$ cat src/csw_pkg.sv
// constants for the clock switch, power management and switchback block
package csw_pkg;
  // register offsets on the plain register port
  localparam logic [7:0] ADDR_POWER_MGMT = 8'h00;
  localparam logic [7:0] ADDR_RING_OSC_CTRL = 8'h01;
  localparam logic [7:0] ADDR_POWER_CTRL = 8'h02;
  localparam logic [7:0] ADDR_STATUS = 8'h03;

  // power_mgmt_register fields
  localparam int CLOCK_DIVIDE_HI_BIT = 7;
  localparam int CLOCK_DIVIDE_LO_BIT = 6;
  localparam int SWITCHBACK_ENABLE_BIT = 5;
  localparam int CRYSTAL_MULT_ENABLE_BIT = 4;
  localparam int MULT_FACTOR_SELECT_BIT = 3;
  localparam int PMR_SPARE_TOP_BIT = 2;

  // ring_osc_control_register fields
  localparam int CLOCK_READY_BIT = 3;
  localparam int RING_MODE_BIT = 2;

  // power_control_register fields
  localparam int OSC_FAIL_FLAG_BIT = 5;
  localparam int OSC_FAIL_ENABLE_BIT = 4;

  // status fields: serial activity in 3..0, service levels in 7..5
  localparam int STATUS_LOW_LEVEL_BIT = 5;
  localparam int STATUS_HIGH_LEVEL_BIT = 6;
  localparam int STATUS_POWERFAIL_LEVEL_BIT = 7;
  localparam int SERIAL_CHANNELS = 4;

  // clock divide codes
  localparam logic [1:0] CD_MULTIPLIER = 2'h0;
  localparam logic [1:0] CD_RESERVED = 2'h1;
  localparam logic [1:0] CD_DIV4 = 2'h2;
  localparam logic [1:0] CD_DIV1024 = 2'h3;

  // reset values
  localparam logic [1:0] CLOCK_DIVIDE_RESET = CD_DIV4;
  localparam logic [2:0] PMR_SPARE_RESET = 3'h0;

  // clocks per machine cycle, as reload values of a down counter
  localparam int MC_WIDTH = 10;
  localparam logic [9:0] MC_RELOAD_MULT4X = 10'h000;
  localparam logic [9:0] MC_RELOAD_MULT2X = 10'h001;
  localparam logic [9:0] MC_RELOAD_DIV4 = 10'h003;
  localparam logic [9:0] MC_RELOAD_DIV1024 = 10'h3FF;
  // in low-power divide the system clock is one input clock in 256
  localparam logic [7:0] PMM_SYS_PHASE_MASK = 8'hFF;

  // multiplier stabilisation timeout, input clock cycles
  localparam int STAB_CYCLES_DEFAULT = 64;
  localparam int STAB_WIDTH = 16;
endpackage : csw_pkg

$ cat src/csw_clock_switch.sv
// system clock source selection, oscillator-fail detect, switchback and status
// Function
// - divide field: 00 multiplier, 01 reserved, 10 divide-by-4 default, 11 divide-by-1024
// - factor select bit: 1 gives four times, 0 two times the input clock
// - a newly written rate applies after one machine cycle
// - divide field changes only to or from the divide-by-4 code
// - disallowed divide field writes are dropped, field unchanged
// - factor select writable only while multiplier enable is 0
// - multiplier enable changes only at divide-by-4 with ring mode flag 0
// - clearing multiplier enable disables it, clears ready, starts stabilisation
// - during stabilisation ready stays 0 and multiplier code writes are refused
// - hardware sets ready at timeout end; software cannot set it
// - enabled oscillator failure below limit holds reset until it recovers
// - failure sets flag; cleared only by power-up reset or software 0
// - low-power divide: system clock is input over 256, 1024 per cycle
// - switchback enabled in low-power divide: acknowledged interrupt returns divide-by-4
// - disabled or unacknowledged interrupt activity causes no switchback
// - enabled serial start bit or transmit load returns divide-by-4 at once
// - after switchback divide-by-4 holds until software rewrites the field
// - divide field is write-protected while any serial activity flag is set
// - status bits 7, 6, 5 show power-fail, high, low levels in service
// - status bits 0,1 port 0 receive/transmit; 2,3 port 1
//
// The register addresses and strobed register access are this design's own decisions.
`timescale 1ns/100ps
module csw_clock_switch #(
  parameter int STAB_CYCLES = csw_pkg::STAB_CYCLES_DEFAULT
) (
  input wire logic i_clk,
  input wire logic i_rst_n,
  input wire logic [7:0] i_addr,
  input wire logic [7:0] i_wr_data,
  input wire logic i_wr_en,
  input wire logic i_rd_en,
  output logic [7:0] o_rd_data,
  input wire logic i_ring_mode_flag,
  input wire logic i_osc_below_limit,
  input wire logic i_irq_will_ack,
  input wire logic i_powerfail_level_in_service,
  input wire logic i_high_level_in_service,
  input wire logic i_low_level_in_service,
  input wire logic [1:0] i_uart_enable,
  input wire logic [3:0] i_serial_start,
  input wire logic [3:0] i_serial_done,
  output logic [1:0] o_clock_select,
  output logic o_multiplier_enable,
  output logic o_multiplier_factor_4x,
  output logic o_clock_ready_flag,
  output logic o_sys_clk_en,
  output logic o_machine_cycle_en,
  output logic o_osc_fail_reset,
  output logic o_switchback
);

  localparam logic [csw_pkg::STAB_WIDTH-1:0] STAB_LOAD =
    csw_pkg::STAB_WIDTH'(STAB_CYCLES - 1);

  // software-visible state
  logic [1:0] clock_divide_q;
  logic switchback_enable_q;
  logic crystal_multiplier_enable_q;
  logic multiplier_factor_select_q;
  logic [2:0] pmr_spare_q;
  logic clock_ready_flag_q;
  logic osc_fail_enable_q;
  logic osc_fail_flag_q;
  logic [2:0] level_in_service_q;
  logic [3:0] serial_activity_q;

  // clock generation state
  logic [1:0] clock_applied_q;
  logic [csw_pkg::MC_WIDTH-1:0] mc_count_q;
  logic [csw_pkg::STAB_WIDTH-1:0] stab_count_q;
  logic stab_running_q;

  // decoded register writes
  logic wr_pmr;
  logic wr_power_control_register;
  logic [1:0] cd_new;
  logic cd_write_ok;
  logic serial_busy;
  logic serial_wake;
  logic switchback_now;
  logic ctm_write_ok;
  logic ctm_falling;
  logic [3:0] serial_start_enabled;

  assign wr_pmr = i_wr_en && (i_addr == csw_pkg::ADDR_POWER_MGMT);
  assign wr_power_control_register = i_wr_en && (i_addr == csw_pkg::ADDR_POWER_CTRL);
  assign cd_new = i_wr_data[csw_pkg::CLOCK_DIVIDE_HI_BIT:csw_pkg::CLOCK_DIVIDE_LO_BIT];
  assign serial_busy = |serial_activity_q;

  // serial events only count for a port whose receiver/transmitter is enabled
  genvar ch;
  generate
    for (ch = 0; ch < csw_pkg::SERIAL_CHANNELS; ch++) begin : g_serial
      // one flop per channel keeps each process the sole writer of its variable
      logic activity_q;
      assign serial_start_enabled[ch] = i_serial_start[ch] && i_uart_enable[ch / 2];
      assign serial_activity_q[ch] = activity_q;

      // activity flag: start bit or buffer load until last bit; set wins
      always_ff @(posedge i_clk or negedge i_rst_n) begin
        if (!i_rst_n) begin
          activity_q <= 1'b0;
        end else if (serial_start_enabled[ch]) begin
          activity_q <= 1'b1;
        end else if (i_serial_done[ch]) begin
          activity_q <= 1'b0;
        end
      end
    end
  endgenerate

  // switchback causes; the controller only raises i_irq_will_ack for an
  // enabled source not locked out by a level already in service
  assign serial_wake = |serial_start_enabled;
  assign switchback_now = switchback_enable_q && (clock_divide_q == csw_pkg::CD_DIV1024) &&
                          (i_irq_will_ack || serial_wake);

  // legal divide transitions: via divide-by-4 only, never the reserved code,
  // no multiplier until ready, nothing while a character is on the wire
  assign cd_write_ok = ((clock_divide_q == csw_pkg::CD_DIV4) ||
                        (cd_new == csw_pkg::CD_DIV4) ||
                        (cd_new == clock_divide_q)) &&
                       (cd_new != csw_pkg::CD_RESERVED) &&
                       !((cd_new == csw_pkg::CD_MULTIPLIER) && !clock_ready_flag_q) &&
                       !serial_busy;

  // multiplier enable only moves at divide-by-4 outside ring mode
  assign ctm_write_ok = (clock_divide_q == csw_pkg::CD_DIV4) && !i_ring_mode_flag;
  assign ctm_falling = wr_pmr && ctm_write_ok && crystal_multiplier_enable_q &&
                       !i_wr_data[csw_pkg::CRYSTAL_MULT_ENABLE_BIT];

  // clock divide field; switchback beats a software write in the same cycle
  always_ff @(posedge i_clk or negedge i_rst_n) begin
    if (!i_rst_n) begin
      clock_divide_q <= csw_pkg::CLOCK_DIVIDE_RESET;
    end else if (switchback_now) begin
      clock_divide_q <= csw_pkg::CD_DIV4;
    end else if (wr_pmr && cd_write_ok) begin
      clock_divide_q <= cd_new;
    end
  end

  // remaining power management bits
  always_ff @(posedge i_clk or negedge i_rst_n) begin
    if (!i_rst_n) begin
      switchback_enable_q <= 1'b0;
      crystal_multiplier_enable_q <= 1'b0;
      multiplier_factor_select_q <= 1'b0;
      pmr_spare_q <= csw_pkg::PMR_SPARE_RESET;
    end else if (wr_pmr) begin
      switchback_enable_q <= i_wr_data[csw_pkg::SWITCHBACK_ENABLE_BIT];
      pmr_spare_q <= i_wr_data[csw_pkg::PMR_SPARE_TOP_BIT:0];
      if (ctm_write_ok) begin
        crystal_multiplier_enable_q <= i_wr_data[csw_pkg::CRYSTAL_MULT_ENABLE_BIT];
      end
      // judged on the enable as it stood before this write
      if (!crystal_multiplier_enable_q) begin
        multiplier_factor_select_q <= i_wr_data[csw_pkg::MULT_FACTOR_SELECT_BIT];
      end
    end
  end

  // stabilisation timer; runs from reset so the multiplier is ready once
  always_ff @(posedge i_clk or negedge i_rst_n) begin
    if (!i_rst_n) begin
      stab_running_q <= 1'b1;
      stab_count_q <= STAB_LOAD;
      clock_ready_flag_q <= 1'b0;
    end else if (ctm_falling) begin
      stab_running_q <= 1'b1;
      stab_count_q <= STAB_LOAD;
      clock_ready_flag_q <= 1'b0;
    end else if (stab_running_q) begin
      if (stab_count_q == '0) begin
        stab_running_q <= 1'b0;
        clock_ready_flag_q <= 1'b1;
      end else begin
        stab_count_q <= stab_count_q - 1'b1;
      end
    end
  end

  // oscillator-fail enable and flag; detector event wins over a software clear
  always_ff @(posedge i_clk or negedge i_rst_n) begin
    if (!i_rst_n) begin
      osc_fail_enable_q <= 1'b0;
      osc_fail_flag_q <= 1'b0;
    end else begin
      if (wr_power_control_register) begin
        osc_fail_enable_q <= i_wr_data[csw_pkg::OSC_FAIL_ENABLE_BIT];
      end
      if (i_osc_below_limit) begin
        osc_fail_flag_q <= 1'b1;
      end else if (wr_power_control_register && !i_wr_data[csw_pkg::OSC_FAIL_FLAG_BIT]) begin
        osc_fail_flag_q <= 1'b0;
      end
    end
  end

  // reset request held as long as the oscillator stays below the limit
  always_ff @(posedge i_clk or negedge i_rst_n) begin
    if (!i_rst_n) begin
      o_osc_fail_reset <= 1'b0;
    end else begin
      o_osc_fail_reset <= osc_fail_enable_q && i_osc_below_limit;
    end
  end

  // applied selection follows the field at the next machine cycle boundary,
  // so the rate changes part way through a cycle only on a switchback
  always_ff @(posedge i_clk or negedge i_rst_n) begin
    if (!i_rst_n) begin
      clock_applied_q <= csw_pkg::CLOCK_DIVIDE_RESET;
      mc_count_q <= csw_pkg::MC_RELOAD_DIV4;
    end else if (switchback_now) begin
      clock_applied_q <= csw_pkg::CD_DIV4;
      mc_count_q <= csw_pkg::MC_RELOAD_DIV4;
    end else if (mc_count_q == '0) begin
      clock_applied_q <= clock_divide_q;
      case (clock_divide_q)
        csw_pkg::CD_MULTIPLIER: begin
          mc_count_q <= multiplier_factor_select_q ? csw_pkg::MC_RELOAD_MULT4X
                                                   : csw_pkg::MC_RELOAD_MULT2X;
        end
        csw_pkg::CD_DIV1024: begin
          mc_count_q <= csw_pkg::MC_RELOAD_DIV1024;
        end
        default: begin
          mc_count_q <= csw_pkg::MC_RELOAD_DIV4;
        end
      endcase
    end else begin
      mc_count_q <= mc_count_q - 1'b1;
    end
  end

  // clock outputs as enables of the input clock
  always_ff @(posedge i_clk or negedge i_rst_n) begin
    if (!i_rst_n) begin
      o_clock_select <= csw_pkg::CLOCK_DIVIDE_RESET;
      o_machine_cycle_en <= 1'b0;
      o_sys_clk_en <= 1'b0;
      o_multiplier_enable <= 1'b0;
      o_multiplier_factor_4x <= 1'b0;
      o_clock_ready_flag <= 1'b0;
      o_switchback <= 1'b0;
    end else begin
      o_clock_select <= clock_applied_q;
      o_machine_cycle_en <= (mc_count_q == '0);
      // a multiplied system clock outruns i_clk, so its enable stays high
      if (clock_applied_q == csw_pkg::CD_DIV1024) begin
        o_sys_clk_en <= ((mc_count_q[7:0] & csw_pkg::PMM_SYS_PHASE_MASK) == 8'h00);
      end else begin
        o_sys_clk_en <= 1'b1;
      end
      o_multiplier_enable <= crystal_multiplier_enable_q;
      o_multiplier_factor_4x <= multiplier_factor_select_q;
      o_clock_ready_flag <= clock_ready_flag_q;
      o_switchback <= switchback_now;
    end
  end

  // interrupt service levels sampled for the status register
  always_ff @(posedge i_clk or negedge i_rst_n) begin
    if (!i_rst_n) begin
      level_in_service_q <= 3'h0;
    end else begin
      level_in_service_q <= {i_powerfail_level_in_service,
                             i_high_level_in_service,
                             i_low_level_in_service};
    end
  end

  // read data valid only in the cycle after the read strobe
  always_ff @(posedge i_clk or negedge i_rst_n) begin
    if (!i_rst_n) begin
      o_rd_data <= 8'h00;
    end else if (i_rd_en) begin
      case (i_addr)
        csw_pkg::ADDR_POWER_MGMT: begin
          o_rd_data <= {clock_divide_q, switchback_enable_q, crystal_multiplier_enable_q,
                        multiplier_factor_select_q, pmr_spare_q};
        end
        csw_pkg::ADDR_RING_OSC_CTRL: begin
          o_rd_data <= {4'h0, clock_ready_flag_q, i_ring_mode_flag, 2'h0};
        end
        csw_pkg::ADDR_POWER_CTRL: begin
          o_rd_data <= {2'h0, osc_fail_flag_q, osc_fail_enable_q, 4'h0};
        end
        csw_pkg::ADDR_STATUS: begin
          o_rd_data <= {level_in_service_q, 1'b0, serial_activity_q};
        end
        default: begin
          o_rd_data <= 8'h00;
        end
      endcase
    end else begin
      o_rd_data <= 8'h00;
    end
  end

endmodule : csw_clock_switch

$ cat config.mk
export PLATFORM = sky130hd
export DESIGN_NAME = csw_clock_switch
export DESIGN_NICKNAME = d
export VERILOG_FILES = /design/src/csw_pkg.sv /design/src/csw_clock_switch.sv
export SDC_FILE = /design/constraint.sdc
export NUM_CORES = 1
export LEC_CHECK = 0
export ABC_AREA = 1
export BUFFER_PORTS_ARGS = -buffer_cell sky130_fd_sc_hd__clkbuf_2
export CORE_ASPECT_RATIO = 0.9
export CORE_MARGIN = 3
export CORE_UTILIZATION = 56
export DETAILED_ROUTE_END_ITERATION = 6
export GPL_ROUTABILITY_DRIVEN = 0
export GPL_TIMING_DRIVEN = 0
export PLACE_DENSITY = 0.79
export SYNTH_ARGS = -nofsm -noshare
export SYNTH_HDL_FRONTEND = slang
export SYNTH_SLANG_ARGS = --single-unit
$ cat constraint.sdc
create_clock -name i_clk -period 2.1 [get_ports i_clk]
set_input_delay 0.42 -clock i_clk [delete_from_list [all_inputs] [get_ports i_clk]]
set_output_delay 0.42 -clock i_clk [all_outputs]
set_load 0.02 [all_outputs]
# ---- Word-level counts from Yosys, hierarchy flattened
# Index checks and enable logic that the tools add are counted.
dict set report totals {
  reg_bits 64
  in_bits 36
  out_inout_bits 17
  wordCells 118
}
dict set report op_classes {
  n_addsub 2
  eq_ne 10
  n_mux 30
  n_bitwise 1
  n_reduce_logical 49
}
# cell count
set op_table {}
lappend op_table {{$mux W16} 3}
lappend op_table {{$pmux W8 S4} 1}
lappend op_table {{$mux W10} 2}
lappend op_table {{$pmux W10 S2} 1}
lappend op_table {{$logic_and A1 B1 Y1} 19}
lappend op_table {{$mux W1} 18}
lappend op_table {{$reduce_bool A2 Y1} 9}
lappend op_table {{$eq A8 B2 Y1 const B} 2}
lappend op_table {{$logic_not A16 Y1} 1}
lappend op_table {{$logic_not A8 Y1} 2}
lappend op_table {{$sub A16 B1 Y16 const B} 1}
lappend op_table {{$logic_not A10 Y1} 1}
lappend op_table {{$sub A10 B1 Y10 const B} 1}
lappend op_table {{$eq A2 B2 Y1 const B} 4}
lappend op_table {{$eq A8 B1 Y1 const B} 1}
lappend op_table {{$mux W2} 4}
lappend op_table {{$mux W8} 1}
lappend op_table {{$reduce_and A2 Y1} 4}
lappend op_table {{$reduce_or A4 Y1} 2}
lappend op_table {{$logic_not A1 Y1} 6}
lappend op_table {{$logic_not A2 Y1} 2}
lappend op_table {{$logic_or A1 B1 Y1} 3}
lappend op_table {{$eq A2 B2 Y1} 1}
lappend op_table {{$ne A2 B1 Y1 const B} 1}
lappend op_table {{other kinds (2)} 2}

# ---- Depth between registers and ports, before layout
# Gate-level depths: netlist of the first run.
dict set report depth {
  ltp_word 9
  mapped_depth 10
  ltp_nobuf 10
}

# ---- Worst setup path before layout of the first run
# Ideal clock, no wire load.
dict set report synth_path {
  path_kind {reg-to-reg}
  from {register stab_count_q[0] (netlist bit)}
  to {register stab_count_q[7] (netlist bit)}
  setup_time_ns 0.118
  arrival_time_ns 1.396
  required_time_ns 1.982
  setup_slack_ns 0.586
  stages_incl_launch_ff 10
  path_buffers 1
  synth_period_minus_slack_ns 1.514
  cell_sequence {dfstp_2 inv_1 ha_1 nand2_2 nor2_4 nand2_4 buf_6 nand3_2 o21ai_1 nor2_2}
}
dict set report synth_via {
  elab_chain_len 4
  elab_cells_between_ends 7
  cone_classes {add/sub: 1; eq/ne: 1; mux: 3; reduce/logical: 2}
}
# element line_no
set synth_lines {}
lappend synth_lines {{start: declaration} csw_clock_switch.sv:73} ;# logic [csw_pkg::STAB_WIDTH-1:0] stab_count_q;
lappend synth_lines {{start signal: assignment} csw_clock_switch.sv:181} ;# stab_count_q <= stab_count_q - 1'b1;
lappend synth_lines {{$sub A16 B1 Y16} csw_clock_switch.sv:181}
lappend synth_lines {{$mux W16} csw_clock_switch.sv:177} ;# if (stab_count_q == '0) begin
lappend synth_lines {{$mux W16} csw_clock_switch.sv:176} ;# end else if (stab_running_q) begin
lappend synth_lines {{$mux W16} csw_clock_switch.sv:172} ;# end else if (ctm_falling) begin
# Several ways; a longest one is shown, not always the timed one. The select of a mux whose other input is x is not followed.
# A chain may end at the register's enable or synchronous reset.

# ---- Worst setup path in the final report of the first run
dict set report layout_path {
  from {register clock_divide_q[1]}
  to {register stab_count_q[13] (netlist bit)}
}
dict set report layout_via {
  elab_chain_len 7
  elab_cells_between_ends 9
  cone_classes {eq/ne: 2; mux: 1; reduce/logical: 6}
}
# element line_no
set layout_lines {}
lappend layout_lines {{start: declaration} csw_clock_switch.sv:59} ;# logic [1:0] clock_divide_q;
lappend layout_lines {{start signal: assignment} csw_clock_switch.sv:138} ;# clock_divide_q <= csw_pkg::CLOCK_DIVIDE_RESET;
lappend layout_lines {{start signal: assignment} csw_clock_switch.sv:140} ;# clock_divide_q <= csw_pkg::CD_DIV4;
lappend layout_lines {{start signal: assignment} csw_clock_switch.sv:142} ;# clock_divide_q <= cd_new;
lappend layout_lines {{$eq A2 B2 Y1 (*)} csw_clock_switch.sv:131} ;# assign ctm_write_ok = (clock_divide_q == csw_pkg::CD_DIV4) && !i_ring_mode_flag;
lappend layout_lines {{$logic_and A1 B1 Y1 (*)} csw_clock_switch.sv:131}
lappend layout_lines {{$logic_and A1 B1 Y1 (*) (3 in series)} csw_clock_switch.sv:132} ;# assign ctm_falling = wr_pmr && ctm_write_ok && crystal_multiplier_enable_q &&
lappend layout_lines {{$ne A2 B2 Y1 (no source line) or $reduce_bool A2 Y1 (tied branches)} -}
lappend layout_lines {{$reduce_and A2 Y1 (no source line)} -}
# Mark *: on every way between the ends. The rest lies on a longest branch, timed or not.

==> flow_summary.yaml, run 1 <==
timing:
  rsz0062_at_grt: "false"
  slew_viol_final: 0
  tightest_slew_ns: 0.855
  min_period_ns: 1.77
  finClkSkew_ns: 0.00403
  hold_viol_final: 0
  fin_tns_setup_ns: 0
  fin_hold_ws_ns: 0.191
  slew_headroom_pct: 43.0
  min_period_over_period_pct: 84.0
  fmax_ghz: 0.567
  setup_viol: 0
detailed_routing:
  drcViolationCount: 0
  postRouteAntennaNets: 0
  first_iter_violations: 88
  num_vias: 2765
  post_drt_wl_per_cell_um: 12.7
  routed_wl_um: 6920
  viasPerCell: 5.08
  drt-pass1-iter-count: 4
synthesis:
  postSynthCellCount: 406
  synth_edf_count: 0
  ys_warn_count: 0
  yosys_register_bits: 64
  ys.flop_type: "dfrtp_1"
  postSynth.asyncResetShare_pct: 100
  syn_area_per_cell_um2: 8.22
  syn-cell-area_mm2: 0.00334
  ys_seq_area_share_pct: 48.5
  synth_cell_type_count: 35
  synth_nets: 448
clock_tree:
  holdBufCountCts: 0
  clk-insertion-delay-late_ns: 0.33
  cts_setup_buffers: 0
  cts_buffers: 9
  cts_resized: 0
  cts_tree: "yes"
  clock-sinks: 64
  clockBufferDepth: 2
  cts.clk_slew.worst_paths_ns: 0.07
  htree_levels: 3
  cts-root-buf: "clkbuf_8"
die:
  die_h_um: 79.2
  dieArea_mm2: 0.00692
  ios: 53
  fp.coreArea_mm2: 0.00573
  start_util_pct: 58.3
  fp-row-count: 26
  die_w_um: 87.4
setup_path:
  critPathBufInv: 2
  cp_cell_sequence: "ha_1 > inv_1 > nor2_1 > nand4_4 > buf_6 > nand2_1 > nor2_2"
  slowest_delay_ns: 0.59
  crit_path_start: "clock_divide_q[1]"
  reg2regPathDepth: 7
  crit_path_end: "stab_count_q[13]"
  cp_max_fo: 10
  cp_slowest_cell: "dfstp_2"
  criticalPathCategory: "register to register"
  cp.required_ns: 2.33
  crit_family: "simple AND/OR/NAND/NOR gates"
  worst-path-stages: 7
  timing.rr.end: "stab_count_q[13]"
  setup.worst_path.start_class: "register"
  cp_data_arrival_time_ns: 1.99
  r2r_slack_ns: 0.33
  end_kind: "register"
  worstReg2RegStart: "clock_divide_q[1]"
cells_and_area:
  syn_to_final_growth_pct: 16.5
  fillCellCount: 472
  drive_above_1_share_pct: 25.9
  nets: 511
  final_util_pct: 67.9
  antenna_cells: 0
placed_design:
  place_hpwl_um: 5000
  port_buffers: 52
pwr:
  p_total_mw: 3.01
  vdd_drop_max_mv: 0.637
  leakagePower_nw: 2.13
  powerDensity_mw_per_mm2: 774
global_route:
  grt_pass1_wl_um: 12000
  grt_max_degree: 65
  gr-usage-all-layers_pct: 22.2
  gr-total-overflow: 0
  antenna_found_initial: 0
  grt_pass1_vias: 2689
status:
  status: "finished clean"
run:
  cap_violations: 0
min_path:
  holdCritPathClass: "input port to register"
[registers in the layout (all words and copies together), names as in the netlist, 2 cells and up]
signal,count
mc_count_q,10
o_clock_select,2
o_rd_data,8
clock_applied_q,2
stab_count_q,16
pmr_spare_q,3
g_serial.activity_q,4
level_in_service_q,3
clock_divide_q,2
[report_power, final]
group | internal (mW) | total (mW) | switching (mW) | leakage (nW)
Clock | 0.610 | 1.06 | 0.446 | 0.103
Combinational | 0.181 | 0.455 | 0.275 | 1.24
Sequential | 1.40 | 1.50 | 0.0964 | 0.791
Total | 2.19 | 3.01 | 0.817 | 2.13
[routing by layer]
| layer | share of wire, % | wire [um] | vias up | global-route usage [%] |
|---|---|---|---|---|
| met5 | 0 | 0 | - | 0 |
| met1 | 46 | 3200 | 1300 | 28.8 |
| met3 | 4.1 | 283 | 11 | 6.12 |
| li1 | - | - | 1406 | - |
| met4 | 1.4 | 97 | 0 | 7.52 |
| met2 | 48 | 3340 | 48 | 35.8 |
[cell usage after synthesis (all sizes together) (4+ instances only)]
cell type  count  area, um2
nand3         41        248
dfrtp         52       1300
o21ai         22        133
buf            4       32.5
nand2        103        427
nor3           4       25.0
a21oi         11       55.1
xor2           5       43.8
dfstp         12        315
nand4         10       77.6
inv           63        236
ha             6       75.1
nor2          65        310
[layout by cell type, fill, tap and decap left out, drive strengths merged]
| cell type | synthesis | routed |
|---|---|---|
| nor3 | 4 | 4 |
| and2 | 1 | 1 |
| clkinv | 1 | 3 |
| o211ai | 1 | 1 |
| nand3 | 41 | 41 |
| nand2 | 103 | 103 |
| nand4 | 10 | 10 |
| nor4 | 1 | 1 |
| bufinv | 0 | 1 |
| o21bai | 1 | 1 |
| dfrtp | 52 | 52 |
| a21oi | 11 | 11 |
| a21boi | 1 | 1 |
| xnor2 | 1 | 1 |
| o21ai | 22 | 22 |
| buf | 4 | 4 |
| xor2 | 5 | 5 |
| inv | 63 | 63 |
| a211o | 1 | 1 |
| nor2 | 65 | 65 |
| clkbuf | 0 | 65 |
| ha | 6 | 6 |
| dfstp | 12 | 12 |
[worst min path at each step]
stage,start,to,slack [ns],cells after the start
floorplan,i_rst_n,clock_applied_q[0],0.12,0
global placement,clock_applied_q[1],o_clock_select[1],0.37,0
detailed placement,clock_applied_q[1],o_clock_select[1],0.37,0
CTS,i_low_level_in_service,level_in_service_q[0],0.17,1
global route,i_low_level_in_service,level_in_service_q[0],0.17,1
finish,i_low_level_in_service,level_in_service_q[0],0.19,1
[stage by stage]
stage          setup WS [ns]  instance area, um2  instances
2_1_floorplan          0.586                3340        406
3_3_place_gp           0.261                3680        528
3_5_place_dp           0.355                3690        528
4_1_cts                0.350                3880        544
5_1_grt                0.205                3880        544
6_report               0.335                3880        544
[logic make-up (layout without fill, tap and decap cells)]
kind of cell               after synthesis  count (layout)  synth area share (%)
adders and majority gates                6               6                  2.25
buffers and inverters                   68             136                  8.18
xor gates and xnor gates                 6               6                  1.58
DFF                                     64              64                  48.5
AOI/OAI and AO/OA                       37              37                  6.56
and+or+nand+nor                        225             225                  33.0
[layout make-up]
cell class | count | area, um2 | area share [%]
multi-input combinational | 274 | 1450 | 37.2
clock inverter | 3 | 40.0 | 1.03
clock buffer | 13 | 159 | 4.09
sequential | 64 | 1620 | 41.6
tap | 70 | 87.6 | 2.25
timing repair buffer | 52 | 263 | 6.76
buffer | 4 | 32.5 | 0.837
inverter | 64 | 240 | 6.18
No activity file was read; power rests on OpenSTA's default activity.
==> run 2: changes to the inputs <==
--- a/config.mk
+++ b/config.mk
@@ -9,11 +9,11 @@
 export BUFFER_PORTS_ARGS = -buffer_cell sky130_fd_sc_hd__clkbuf_2
 export CORE_ASPECT_RATIO = 0.9
 export CORE_MARGIN = 3
-export CORE_UTILIZATION = 56
+export CORE_UTILIZATION = 51
 export DETAILED_ROUTE_END_ITERATION = 6
 export GPL_ROUTABILITY_DRIVEN = 0
 export GPL_TIMING_DRIVEN = 0
-export PLACE_DENSITY = 0.79
+export PLACE_DENSITY = 0.76
 export SYNTH_ARGS = -nofsm -noshare
 export SYNTH_HDL_FRONTEND = slang
 export SYNTH_SLANG_ARGS = --single-unit
==> constraint.sdc (replaced) <==
create_clock -name i_clk -period 1.6 [get_ports i_clk]
set_input_delay 0.32 -clock i_clk [delete_from_list [all_inputs] [get_ports i_clk]]
set_output_delay 0.32 -clock i_clk [all_outputs]
set_load 0.02 [all_outputs]
==> run 2 against run 1 <==
Compared with the run above:
- combinational power is 40% higher
- flip-flop and latch count unchanged
- core utilization decreased by 2.8 points
- maximum frequency up 17%
- clock power grew 23%
- critical path type unchanged
==> flow_summary.yaml, run 2 (synthesis gave the netlist of run 1 again) <==
status:
  status: "finished clean"
setup_path:
  criticalPathCategory: "register to register"
  reg2regPathDepth: 9
  setup.worst_path.start_class: "register"
  end_kind: "register"
  r2r_slack_ns: 0.09
  cp_cell_sequence: "inv_2 > ha_4 > nand2_4 > nor2_4 > nand2_4 > buf_8 > nand3_2 > o21ai_2 > nor2_2"
  timing.rr.end: "stab_count_q[7]"
  slowest_delay_ns: 0.54
  cp.required_ns: 1.83
  cp_slowest_cell: "dfstp_2"
  cp_max_fo: 5
  cp_data_arrival_time_ns: 1.74
  crit_path_frequent_cell: "nand2_4"
  worstReg2RegStart: "stab_count_q[0]"
clock_tree:
  clk-insertion-delay-late_ns: 0.34
  clock-sinks: 64
  htree_levels: 3
  holdBufCountCts: 0
  cts.clk_slew.worst_paths_ns: 0.07
  cts-root-buf: "clkbuf_8"
  cts_tree: "yes"
  clockBufferDepth: 2
  cts_buffers: 9
detailed_routing:
  num_vias: 2873
  routed_wl_um: 7350
  viasPerCell: 5.03
  drt-pass1-iter-count: 4
  first_iter_violations: 117
  postRouteAntennaNets: 0
  drcViolationCount: 0
  post_drt_wl_per_cell_um: 12.9
timing:
  slew_headroom_pct: 43.6
  finClkSkew_ns: 0.00531
  slew_viol_final: 0
  fmax_ghz: 0.662
  setup_viol: 0
  min_period_ns: 1.51
  fin_ws_ns: 0.0887
  hold_viol_final: 0
  fin_hold_ws_ns: 0.0823
  min_period_over_period_pct: 94.5
  tightest_slew_ns: 0.845
cells_and_area:
  layout_common_cells: "nand2_1 (94), inv_1 (58), dfrtp_1 (51), clkbuf_2 (51), nor2_1 (44)"
  largest_register: "stab_count_q"
  instances_no_fill: 571
  drive_above_1_share_pct: 29.5
  nets: 521
  antenna_cells: 0
  syn_to_final_growth_pct: 21.2
  largest_reg_flops: 16
  reg_top3: "stab_count_q (16), mc_count_q (10), o_rd_data (8)"
  final_common_cell: "nand2_1"
  design_area_mm2: 0.00404
global_route:
  grt_pass1_wl_um: 12300
  grtUsageMet3_pct: 6.52
  gr-total-overflow: 0
  grt_max_degree: 65
  grt_use_met2_pct: 36.0
  gr-max-usage-layer: "met2"
  met1_usage_pct: 25.1
  grt_pass1_vias: 2804
  gr-usage-all-layers_pct: 20.8
  antenna_found_initial: 0
pwr:
  swShare_pct: 28.2
  leakagePower_nw: 2.20
  vdd_drop_max_mv: 0.496
  seqPwrFrac_pct: 50.4
  p_clk_share_pct: 33.3
  powerDensity_mw_per_mm2: 967
  netSwitchingPower_mw: 1.10
  combinationalPowerShare_pct: 16.3
  p_int_mw: 2.81
placed_design:
  place_inst: 545
  place_hpwl_um: 5180
  dpl_cell_area_mm2: 0.00371
  place_ws_ns: -0.122
  port_buffers: 52
run:
  cap_violations: 0
die:
  start_util_pct: 53.7
  fp-row-count: 27
  die_h_um: 82.7
  die_w_um: 91.3
  fp.coreArea_mm2: 0.00622
  dieArea_mm2: 0.00755
  ios: 53
min_path:
  holdCritPathClass: "input port to register"
  min-delay-start: "i_low_level_in_service"
  hold_end: "level_in_service_q[0]"
  hold_depth: 1
run 2: cell count changes in the layout (fill, tap and decap cells not counted), moves of 2 or more:
cell	change
inv_1	-2
clkbuf_8	-2
nor2_1	-4
inv_2	+2
nor2_2	+3
ha_1	-2
buf_4	+9
ha_4	+2
run 2: power groups by stage:
stage / Combinational, mW / Sequential [mW] / Clock [mW]
after CTS: 0.613 / 1.97 / 1.33
after detailed placement: 0.601 / 1.99 / 0
after global routing: 0.731 / 1.99 / 1.41
after floorplan: 0.404 / 1.98 / 0
final: 0.638 / 1.97 / 1.30
after global placement: 0.573 / 1.98 / 0
run 2: layout make-up:
type,instances,area (um2)
fillers,557,2170
flip-flops and latches,64,1620
multi-input cells,274,1510
repair buffers,62,355
inverters,64,240
clock buffers,12,135
well taps,87,109
clock inverters,4,45.0
plain buffers,4,36.3
run 2: metal layers:
metal	vias to the layer above	routed length (um)
met5	-	0
met4	0	61
met3	7	368
met2	67	3640
met1	1370	3270
li1	1429	-
run 2: through the flow:
stage	util [%]	TNS, ns	total power [mW]
global placement	59.6	-9.32	2.55
finish	65.1	0	3.91
CTS	63.2	0	3.91
detailed placement	59.6	-1.21	2.59
global route	65.1	-0.0233	4.13
floorplan	-	0	2.39
run 2: worst max-delay path: cells and delay by family, from the launching register on:
family                   cells  cell delay, ns
AND/OR/NAND/NOR              5            0.35
adder cells (fa/ha/maj)      1            0.18
flip-flops                   1            0.54
AO/OA/AOI/OAI                1            0.13
buffers and inverters        2            0.20
run 2: how the worst max path moves through the flow:
stage | startpoint | to | slack [ns] | cells past startpoint
global placement | i_rst_n | stab_count_q[11] | -0.17 | 1
global route | clock_divide_q[0] | stab_count_q[1] | -0.01 | 9
detailed placement | clock_divide_q[1] | stab_count_q[14] | -0.12 | 7
floorplan | stab_count_q[0] | stab_count_q[7] | 0.09 | 9
finish | stab_count_q[0] | stab_count_q[7] | 0.09 | 9
CTS | stab_count_q[0] | stab_count_q[8] | 0.004 | 10
run 2: timing repair:
action,in CTS,in global routing
setup endpoints to repair,16,25
cloned,0,1
pin swaps,3,3
setup buffers,4,5
gates resized for setup,4,13
==> run 3: changes to the inputs <==
--- a/config.mk
+++ b/config.mk
@@ -13,7 +13,8 @@
 export DETAILED_ROUTE_END_ITERATION = 6
 export GPL_ROUTABILITY_DRIVEN = 0
 export GPL_TIMING_DRIVEN = 0
-export PLACE_DENSITY = 0.76
+export PLACE_DENSITY = 0.77
+export SETUP_SLACK_MARGIN = 0.15
 export SYNTH_ARGS = -nofsm -noshare
 export SYNTH_HDL_FRONTEND = slang
 export SYNTH_SLANG_ARGS = --single-unit
==> run 3 against run 2 <==
Compared with the run above:
- via count grew 5.8%
- cell area up 8.9%
- worst setup slack lost 0.061 ns
- cell count increased by 2.5%
- largest cell class is now multi-input gates
- wire length increased by 15%
- non-clock buffer count increased by 12
- sequential share of layout area is 3.3 points lower
- clock skew rose by 0.0078 ns
- total power grew 3.7%
==> flow_summary.yaml, run 3 (synthesis gave the netlist of run 1 again) <==
status:
  status: "finished clean"
die:
  start_util_pct: 53.7
  fp.coreArea_mm2: 0.00622
  die_h_um: 82.7
  fp-row-count: 27
  ios: 53
  dieArea_mm2: 0.00755
  die_w_um: 91.3
detailed_routing:
  postRouteAntennaNets: 0
  routed_wl_um: 8420
  first_iter_violations: 184
  drcViolationCount: 0
  post_drt_wl_per_cell_um: 14.4
  drt-pass1-iter-count: 5
  num_vias: 3040
  viasPerCell: 5.20
pwr:
  vdd_drop_max_mv: 0.644
  powerDensity_mw_per_mm2: 921
  leakagePower_nw: 2.31
clock_tree:
  cts.clk_slew.worst_paths_ns: 0.07
  cts_buffers: 9
  htree_levels: 3
  cts-root-buf: "clkbuf_8"
  clockBufferDepth: 2
  clock-sinks: 64
  cts_tree: "yes"
  clk-insertion-delay-late_ns: 0.36
global_route:
  antenna_found_initial: 0
  gr-total-overflow: 0
  met1_usage_pct: 25.8
  gr-max-usage-layer: "met2"
  grt_max_degree: 65
  gr-usage-all-layers_pct: 22.9
  grt_use_met2_pct: 40.3
  grt_pass1_wl_um: 13400
  grtUsageMet3_pct: 6.43
  grt_pass1_vias: 2994
setup_path:
  reg2regPathDepth: 8
  cp_max_fo: 5
  end_kind: "register"
  setup.worst_path.start_class: "register"
  cp.required_ns: 1.84
  cp_data_arrival_time_ns: 1.82
  criticalPathCategory: "register to register"
placed_design:
  dpl_cell_area_mm2: 0.00371
  port_buffers: 52
  place_inst: 545
  place_ws_ns: -0.0859
  place_hpwl_um: 5040
timing:
  slew_viol_final: 0
  min_period_ns: 1.57
  fin_hold_ws_ns: 0.0673
  finClkSkew_ns: 0.0132
  tightest_slew_ns: 0.833
  setup_viol: 0
  fmax_ghz: 0.636
  fin_ws_ns: 0.0276
  hold_viol_final: 0
  slew_headroom_pct: 44.4
  rsz0062_at_grt: "true"
  min_period_over_period_pct: 98.3
cells_and_area:
  final_util_pct: 70.8
  layout_common_cells: "nand2_1 (85), inv_1 (52), dfrtp_1 (51), clkbuf_2 (51), nor2_1 (39)"
  antenna_cells: 0
  largest_register: "stab_count_q"
  nets: 535
  final_common_cell: "nand2_1"
  design_area_mm2: 0.00440
  largest_reg_flops: 16
  syn_to_final_growth_pct: 32.0
  instances_no_fill: 585
  reg_top3: "stab_count_q (16), mc_count_q (10), o_rd_data (8)"
  drive_above_1_share_pct: 37.8
run:
  cap_violations: 0
min_path:
  holdCritPathClass: "input port to asynchronous set/reset pin"
run 3: area by class of cell:
class | instances | area (um2)
inverters | 64 | 253
fillers | 463 | 1810
repair buffers | 74 | 510
plain buffers | 4 | 40.0
clock inverters | 5 | 57.6
well taps | 87 | 109
flip-flops and latches | 64 | 1620
multi-input cells | 276 | 1680
clock buffers | 11 | 131
run 3: final timing paths:
| kind | start | end | slack [ns] |
|---|---|---|---|
| max | clock_divide_q[1] | stab_count_q[10] | 0.03 |
| min | i_rst_n | level_in_service_q[2] | 0.07 |
| max reg2reg | clock_divide_q[1] | stab_count_q[10] | 0.03 |
| min reg2reg | clock_applied_q[1] | o_clock_select[1] | 0.38 |
| max in group asynchronous | i_rst_n | clock_divide_q[0] | 0.95 |
| min in group i_clk | i_powerfail_level_in_service | level_in_service_q[2] | 0.07 |
run 3: critical path, cell delays in order, from the launching register on:
cell     delay (ns)
dfstp_2        0.57
ha_4           0.14
inv_4          0.03
nor2_4         0.14
nand4_4        0.16
buf_6          0.17
buf_16         0.13
o21ai_2        0.06
nor2_2         0.04
run 3: repair_timing:
item                       4_1_cts  5_1_grt
buffers inserted                12        8
resized for setup               30       43
pin swaps                       14       10
hold buffers                     0        0
gates cloned                     3        1
setup endpoints to repair       30       33
run 3: power breakdown:
part           internal (mW)  switching (mW)
Combinational          0.305           0.421
Clock                  0.723           0.637
Sequential              1.84           0.135
Total                   2.86            1.19
run 3: layer usage:
metal | wire length (um) | share of wire (%) | vias to the layer above
met4 | 189 | 2.2 | 0
met3 | 462 | 5.5 | 24
met1 | 3450 | 41 | 1457
li1 | - | - | 1471
met2 | 4320 | 51 | 88
met5 | 0 | 0 | -
run 3: stage by stage:
stage	total power [mW]	TNS, ns
2_1_floorplan	2.39	0
3_3_place_gp	2.55	-6.37
3_5_place_dp	2.58	-0.704
4_1_cts	3.98	0
5_1_grt	4.26	-0.298
6_report	4.06	0
